**src/rtl/fscr_pkg.sv**
```systemverilog
/*
  Constants, field layout and types of the frequency-select, identity and
  block-length register bank with its SMBus target.
  Assumes nothing of its surroundings.
*/
package fscr_pkg;
  localparam logic [6:0] SMB_ADDR     = 7'h6d;
  localparam logic [7:0] OFF_FSC      = 8'h03;
  localparam logic [7:0] OFF_RSV      = 8'h04;
  localparam logic [7:0] OFF_REV      = 8'h05;
  localparam logic [7:0] OFF_PART     = 8'h06;
  localparam logic [7:0] OFF_LEN      = 8'h07;
  localparam int         FSC_EN_BIT   = 5;
  localparam int         FSC_SEL_LSB  = 3;
  localparam int         FSC_FB_BIT   = 0;
  localparam logic [7:0] FSC_RSV_ONES = 8'h06;
  localparam logic       FSC_EN_RST   = 1'b0;
  localparam logic [1:0] FSC_SEL_RST  = 2'h0;
  localparam logic       FSC_FB_RST   = 1'b1;
  localparam logic [4:0] LEN_RST      = 5'h08;
  localparam logic [7:0] RSV_BYTE     = 8'hff;
  localparam logic [3:0] BITS_BYTE    = 4'h8;

  typedef struct packed {
    logic       en;
    logic [1:0] fsel;
    logic       fb_fast;
  } fscr_cfg_type;

  typedef enum logic [2:0] {ST_IDLE, ST_RX, ST_RACK, ST_TX, ST_TACK, ST_WAIT} fscr_state_type;
  typedef enum logic [1:0] {PH_ADDR, PH_CMD, PH_CNT, PH_DATA} fscr_phase_type;
endpackage

```
**src/rtl/fscr_regs.sv**
```systemverilog
/*
  SMBus target holding the frequency-select, identity and block-length bytes.
  Assumes SMBus pins and the frequency pins come from outside SYS_CLK; the
  bus wire level is resolved outside from SMB_DATA_OE_N.
*/
`timescale 1ns/10ps
`default_nettype none
// How it works
// - Byte 3 bit 5 enables software frequency changes, reset 0.
// - Byte 3 bits 4:3 select frequency range, ignored unless enable set.
// - Byte 3 bit 0 picks feedback edge rate, 1 fast, reset 1.
// - Byte 4 always reads all ones; writes ignored.
// - Byte 5 reads fixed revision (high nibble) and maker code (low nibble).
// - Byte 6 reads fixed category (bits 7:6) and part code (bits 5:0).
// - Byte 7 bits 4:0 set block read length, reset 8.
// - Byte 3 bits 2:1 read as one; writes have no effect.
// - Block read returns count first, then bytes from offset; host acks, ends nack.
// - Only target address 1101101 is answered, followed by read/write bit.
module fscr_regs
  import fscr_pkg::*;
#(
  parameter logic [3:0] REV_CODE  = 4'h3,  // Arbitrary value
  parameter logic [3:0] MAKER     = 4'h5,  // Arbitrary value
  parameter logic [1:0] CATEGORY  = 2'h2,  // Arbitrary value
  parameter logic [5:0] PART      = 6'h15  // Arbitrary value
) (
  input  wire logic       SYS_CLK,
  input  wire logic       RESET_N,
  input  wire logic       SMB_CLK,
  input  wire logic       SMB_DATA_IN,
  output logic            SMB_DATA_OUT,
  output logic            SMB_DATA_OE_N,
  input  wire logic [1:0] FREQ_SEL_PIN,
  output logic      [1:0] FREQ_RANGE,
  output logic            FB_EDGE_FAST
);

  logic [2:0]     scl_q, sda_q;
  logic [1:0]     pin1_q, pin2_q;
  fscr_state_type state_q, state_d;
  fscr_phase_type ph_q, ph_d;
  fscr_cfg_type   cfg_q, cfg_d;
  logic [4:0]     len_q, len_d;
  logic [7:0]     sr_q, sr_d, tx_q, tx_d, ptr_q, ptr_d;
  logic [3:0]     bit_q, bit_d;
  logic           rd_q, rd_d, first_q, first_d, nack_q, nack_d, drv_q, drv_d;
  logic [1:0]     freq_q, freq_d;
  logic           scl_rise, scl_fall, start_c, stop_c, wr, load;

  function automatic logic [7:0] rd_byte(input logic [7:0] p, input fscr_cfg_type c, input logic [4:0] l);
    logic [7:0] b;
    b = 8'h00;
    case (p)
      OFF_FSC:  b = FSC_RSV_ONES | {2'h0, c.en, c.fsel, 2'h0, c.fb_fast};
      OFF_RSV:  b = RSV_BYTE;
      OFF_REV:  b = {REV_CODE, MAKER};
      OFF_PART: b = {CATEGORY, PART};
      OFF_LEN:  b = {3'h0, l};
      default:  b = 8'h00;
    endcase
    return b;
  endfunction

  // Only the second and third stages feed edge logic; the first is metastable
  assign scl_rise = scl_q[1] & ~scl_q[2];
  assign scl_fall = ~scl_q[1] & scl_q[2];
  assign start_c  = scl_q[1] & scl_q[2] & sda_q[2] & ~sda_q[1];
  assign stop_c   = scl_q[1] & scl_q[2] & ~sda_q[2] & sda_q[1];

  always_ff @(posedge SYS_CLK) begin
    if (!RESET_N) begin
      scl_q  <= 3'h7;
      sda_q  <= 3'h7;
      pin1_q <= 2'h0;
      pin2_q <= 2'h0;
    end else begin
      scl_q  <= {scl_q[1:0], SMB_CLK};
      sda_q  <= {sda_q[1:0], SMB_DATA_IN};
      pin1_q <= FREQ_SEL_PIN;
      pin2_q <= pin1_q;
    end
  end

  always_comb begin
    state_d = state_q;
    ph_d    = ph_q;
    cfg_d   = cfg_q;
    len_d   = len_q;
    sr_d    = sr_q;
    tx_d    = tx_q;
    ptr_d   = ptr_q;
    bit_d   = bit_q;
    rd_d    = rd_q;
    first_d = first_q;
    nack_d  = nack_q;
    wr      = 1'b0;
    load    = 1'b0;
    if (stop_c) begin
      state_d = ST_IDLE;
    end else if (start_c) begin
      state_d = ST_RX;
      ph_d    = PH_ADDR;
      bit_d   = 4'h0;
      rd_d    = 1'b0;
    end else begin
      case (state_q)
        ST_RX: begin
          if (scl_rise) begin
            sr_d  = {sr_q[6:0], sda_q[2]};
            bit_d = bit_q + 4'h1;
          end else if (scl_fall && bit_q == BITS_BYTE) begin
            bit_d   = 4'h0;
            state_d = ST_RACK;
            case (ph_q)
              PH_ADDR: begin
                if (sr_q[7:1] != SMB_ADDR) begin
                  state_d = ST_WAIT;
                end else begin
                  rd_d    = sr_q[0];
                  first_d = 1'b1;
                  ph_d    = sr_q[0] ? PH_DATA : PH_CMD;
                end
              end
              PH_CMD: begin
                ptr_d = sr_q;
                ph_d  = PH_CNT;
              end
              PH_CNT:  ph_d = PH_DATA;
              default: begin
                wr    = 1'b1;
                ptr_d = ptr_q + 8'h01;
              end
            endcase
          end
        end
        ST_RACK: begin
          if (scl_fall) begin
            state_d = rd_q ? ST_TX : ST_RX;
            load    = rd_q;
          end
        end
        ST_TX: begin
          if (scl_fall) begin
            bit_d = bit_q + 4'h1;
            if (bit_q == BITS_BYTE - 4'h1) state_d = ST_TACK;
            else tx_d = {tx_q[6:0], 1'b0};
          end
        end
        ST_TACK: begin
          if (scl_rise) nack_d = sda_q[2];
          if (scl_fall) begin
            state_d = nack_q ? ST_WAIT : ST_TX;
            load    = ~nack_q;
          end
        end
        default: ;
      endcase
    end
    if (load) begin
      bit_d = 4'h0;
      if (first_q) begin
        tx_d    = {3'h0, len_q};
        first_d = 1'b0;
      end else begin
        tx_d  = rd_byte(ptr_q, cfg_q, len_q);
        ptr_d = ptr_q + 8'h01;
      end
    end
    if (wr && ptr_q == OFF_FSC) begin
      cfg_d.en      = sr_q[FSC_EN_BIT];
      cfg_d.fsel    = sr_q[FSC_SEL_LSB +: 2];
      cfg_d.fb_fast = sr_q[FSC_FB_BIT];
    end
    if (wr && ptr_q == OFF_LEN) len_d = sr_q[4:0];
    drv_d  = (state_d == ST_RACK) || (state_d == ST_TX && !tx_d[7]);
    freq_d = cfg_q.en ? cfg_q.fsel : pin2_q;
  end

  always_ff @(posedge SYS_CLK) begin
    if (!RESET_N) begin
      state_q <= ST_IDLE;
      ph_q    <= PH_ADDR;
      cfg_q   <= '{en: FSC_EN_RST, fsel: FSC_SEL_RST, fb_fast: FSC_FB_RST};
      len_q   <= LEN_RST;
      sr_q    <= 8'h00;
      tx_q    <= 8'h00;
      ptr_q   <= 8'h00;
      bit_q   <= 4'h0;
      rd_q    <= 1'b0;
      first_q <= 1'b0;
      nack_q  <= 1'b0;
      drv_q   <= 1'b0;
      freq_q  <= FSC_SEL_RST;
    end else begin
      state_q <= state_d;
      ph_q    <= ph_d;
      cfg_q   <= cfg_d;
      len_q   <= len_d;
      sr_q    <= sr_d;
      tx_q    <= tx_d;
      ptr_q   <= ptr_d;
      bit_q   <= bit_d;
      rd_q    <= rd_d;
      first_q <= first_d;
      nack_q  <= nack_d;
      drv_q   <= drv_d;
      freq_q  <= freq_d;
    end
  end

  // Open drain: the line is only ever pulled low, never driven high
  assign SMB_DATA_OUT  = 1'b0;
  assign SMB_DATA_OE_N = ~drv_q;
  assign FREQ_RANGE    = freq_q;
  assign FB_EDGE_FAST  = cfg_q.fb_fast;
endmodule // fscr_regs
`default_nettype wire

```
**config.mk**
```make
export PLATFORM = sky130hd
export DESIGN_NAME = fscr_regs
export DESIGN_NICKNAME = d
export VERILOG_FILES = /design/src/rtl/fscr_pkg.sv /design/src/rtl/fscr_regs.sv
export SDC_FILE = /design/constraint.sdc
export NUM_CORES = 1
export LEC_CHECK = 0
export ABC_AREA = 0
export CORE_MARGIN = 2
export CORE_UTILIZATION = 68
export DETAILED_ROUTE_END_ITERATION = 12
export DONT_BUFFER_PORTS = 1
export GPL_ROUTABILITY_DRIVEN = 0
export PLACE_DENSITY = 0.85
export SETUP_SLACK_MARGIN = 0.5
export SLEW_MARGIN = 10
export SYNTH_ARGS = -nofsm -noshare
export SYNTH_HDL_FRONTEND = slang
export SYNTH_SLANG_ARGS = --single-unit
export TNS_END_PERCENT = 20
```
**constraint.sdc**
```tcl
create_clock -name SYS_CLK -period 4 [get_ports SYS_CLK]
set_input_delay 0.2 -clock SYS_CLK [delete_from_list [all_inputs] [get_ports SYS_CLK]]
set_output_delay 0.2 -clock SYS_CLK [all_outputs]
set_load 0.005 [all_outputs]
```
==> metrics.csv <==
stage,metric,value,unit
routing,post-route ant nets,0,
routing,wire per inst,16.18,µm
sta,setup TNS,0,ns
sta,endpoints failing setup,0,
cts,H-tree Lvls,3,
hold_path,Hold Crit Class,in2reg,
floorplan,die height,71.84,µm
worst_setup_path,Reg2Reg Setup Slack,1.37,ns
logic_synthesis,Post-synth EDFFs,0,
placement,Port-buffer cells,0,
logic_synthesis,synthesized net count,382,
sta,Slew Limit Fails,0,
sta,final hold vios,0,
grt,vias in the first global route,2506,
worst_setup_path,worst-path cell chain,"nor3b_2, and3_1, and4_1, mux2i_1, nand2_1",
cts,clock sink count,58,
floorplan,Die W,71.84,µm
cts,worst skew pair latency,0.34,ns
floorplan,Top Ports,11,
logic_synthesis,synth warn,0,
grt,antenna violations before repair,0,
cells_and_area,Nets,373,
logic_synthesis,ys flop type,dfxtp_1,
run,# Max-Cap Violations,0,
cells_and_area,ratio of cells with drive above 1 in the final layout,5.833,%
worst_setup_path,"delay-heaviest family, CP",simple AND/OR/NAND/NOR gates,
routing,Via-to-Cell Ratio,6.272,
sta,maximum clock frequency,380.0,MHz
routing,number of DRC markers in iteration 0,265,
routing,Post-Route WL,6.665,mm
cts,Clock Path Buffers,2,
cts,Root Buffer,clkbuf_8,
routing,detailed-route DRC error count,0,
sta,worst slew pin tran,1.058,ns
logic_synthesis,register area share after synthesis,37.11,%
placement,DP Wirelength,4.549,mm
logic_synthesis,asr flop ratio synth,0,%
worst_setup_path,Setup CP Type,reg2reg,
cts,CTS Buf Count,9,
logic_synthesis,synthesized cell area,3129,µm²
worst_setup_path,CP Max Fanout,13,
worst_setup_path,crit path max-delay cell type,nor3b_2,
logic_synthesis,"Distinct cells, synth",57,
floorplan,Initial Utilization,71.38,%
outcome,status,"complete, no violations",
sta,worst clock skew,0.009993,ns
sta,WHS,0.004590,ns
cells_and_area,Area Growth Syn to Fin,5.318,%
sta,Rel. slew slack,29.23,%
logic_synthesis,cells after synthesis,365,
grt,global-route wire length before repair,11.36,mm
worst_setup_path,required time of the critical path,4.18,ns
power_and_ir_drop,VDD IR max,241.0,µV
routing,vias post-DR,2584,
worst_setup_path,Worst Path Arrival,2.81,ns
cts,post-CTS sizing,0,
cts,CTS tree,done,
power_and_ir_drop,P_leak,0.001224,µW
worst_setup_path,crit-path max cell delay,0.66,ns
floorplan,Die ar.,5160,µm²
logic_synthesis,Mean Syn Cell Area,8.573,µm²
logic_synthesis,"FF+latch count, synth",58,
routing,Detailed Routing Iterations Pass 1,5,
floorplan,Core Footprint,4384,µm²
sta,unrepaired setup endpoints after global routing,false,
power_and_ir_drop,PD cells,338.3,nW/µm²
sta,Tcrit/Tclk final,65.79,%
grt,gr ovfl total,0,
cells_and_area,ant diodes,0,
worst_setup_path,crit path buf inv count,0,
floorplan,FP Rows,24,
worst_setup_path,Worst Setup End Kind,flop,
worst_setup_path,crit start category,flop,
grt,largest net degree at the start of global routing,32,
sta,Period minus WS final,2.632,ns
grt,total track usage,28.06,%
cts,"Clk pin slew, worst setup/hold paths",0.07,ns
-- synth_stat cells (all sizes together), types with 3 or more instances --
library cell  instances  share of area [%]
a21boi               11                2.6
a21oi                19                3.2
a22oi                 3               0.72
a32oi                 5                1.4
and2                 14                2.8
and3                  4               0.80
and4                  3               0.84
buf                   8                1.6
clkbuf               16                1.9
dfxtp                58                 37
ha                   11                4.4
inv                  11                1.3
mux2i                18                5.8
nand2                39                4.7
nand2b               11                2.4
nand3                17                2.7
nand3b                3               0.72
nor2                 13                1.6
nor2b                18                3.6
nor3                  7                1.3
nor3b                 3               0.88
o211a                 5                1.6
o211ai                5                1.2
o21a                  3               0.72
o21ai                16                2.6
o22ai                 9                1.8
o31ai                 3               0.72
xnor2                 4                1.1
xor2                  4                1.1
-- state kept, by name (all words and copies together) (netlist names), 3 cells and up --
name,count
sda_q,3
sr_q,8
scl_q,3
state_q,3
cfg_q,3
bit_q,4
tx_q,8
ptr_q,8
len_q,5
-- cell usage in the layout, fill, tap and decap left out, types with 5 or more instances in the layout --
cell type  count
a21boi_0      11
a21oi_1       18
a32oi_1        5
and2_1        14
clkbuf_8      11
dfxtp_1       58
ha_1          11
inv_1         11
mux2i_1       18
nand2_1       39
nand2b_1      10
nand3_1       17
nor2_1        13
nor2b_1       18
nor3_1         6
o211a_1        5
o211ai_1       5
o21ai_0        9
o21ai_1        7
o22ai_1        9
-- stage by stage --
stage               total power [µW]  cell area [µm²]  worst slack, ns  utilization (%)  cells
floorplan                      644.9             3129            2.199                -    365
global placement               644.3             3085            1.630            70.38    393
detailed placement             646.0             3085            1.513            70.38    393
CTS                             1119             3296            1.440            75.17    412
global route                    1149             3296            1.252            75.17    412
finish                          1115             3296            1.368            75.17    412
-- layout make-up --
cell class	instances	area [µm²]
well taps	52	65.06
flip-flops and latches	58	1161
multi-input cells	272	1818
clock buffers	12	155.1
inverters	11	41.29
repair buffers	4	40.04
clock inverters	3	15.01
fillers	319	1089
-- kinds of logic (layout without fill, tap and decap cells) --
logic type / after synthesis / in the layout / share of synthesized area [%]
AO/OA/AOI/OAI: 92 / 92 / 20.59
XOR/XNOR: 8 / 8 / 2.239
adder cells (fa/ha/maj): 11 / 11 / 4.398
buffers and inverters: 35 / 30 / 4.798
flip-flops: 58 / 58 / 37.11
multiplexers: 19 / 19 / 6.117
other: 1 / 1 / 0.1198
AND/OR/NAND/NOR: 141 / 141 / 24.63
-- worst paths after layout --
path / to / start / depth (start not counted)
min: tx_q[2]$_SDFFE_PN0P_ / RESET_N / 2
max reg2reg: FB_EDGE_FAST$_SDFFE_PN1P_ / state_q[0]$_SDFF_PN0_ / 5
max: FB_EDGE_FAST$_SDFFE_PN1P_ / state_q[0]$_SDFF_PN0_ / 5
min reg2reg: sda_q[1]$_SDFF_PN1_ / sda_q[0]$_SDFF_PN1_ / 1
-- power breakdown --
part	internal [µW]	leakage [µW]	switching (µW)	total, µW
combinational	20.3	0.000662	26.0	46.4
clock	252	0.0000920	222	474
sequential	586	0.000470	9.04	595
total	858	0.00122	257	1120
-- routing by layer --
metal	vias up	routed length (µm)	track usage [%]	part of all wire (%)
li1	1275	-	-	-
met1	1200	3186	37.35	48
met2	91	3002	43.62	45
met3	18	319	6.188	4.8
met4	0	157	12.79	2.4
met5	-	0	0	0
-- what timing repair did --
item,in CTS,in global routing
setup buffers,0,0
endpoints found under the hold margin,31,0
hold buffers,4,0
Note: power is estimated with default switching activity, not from simulation.
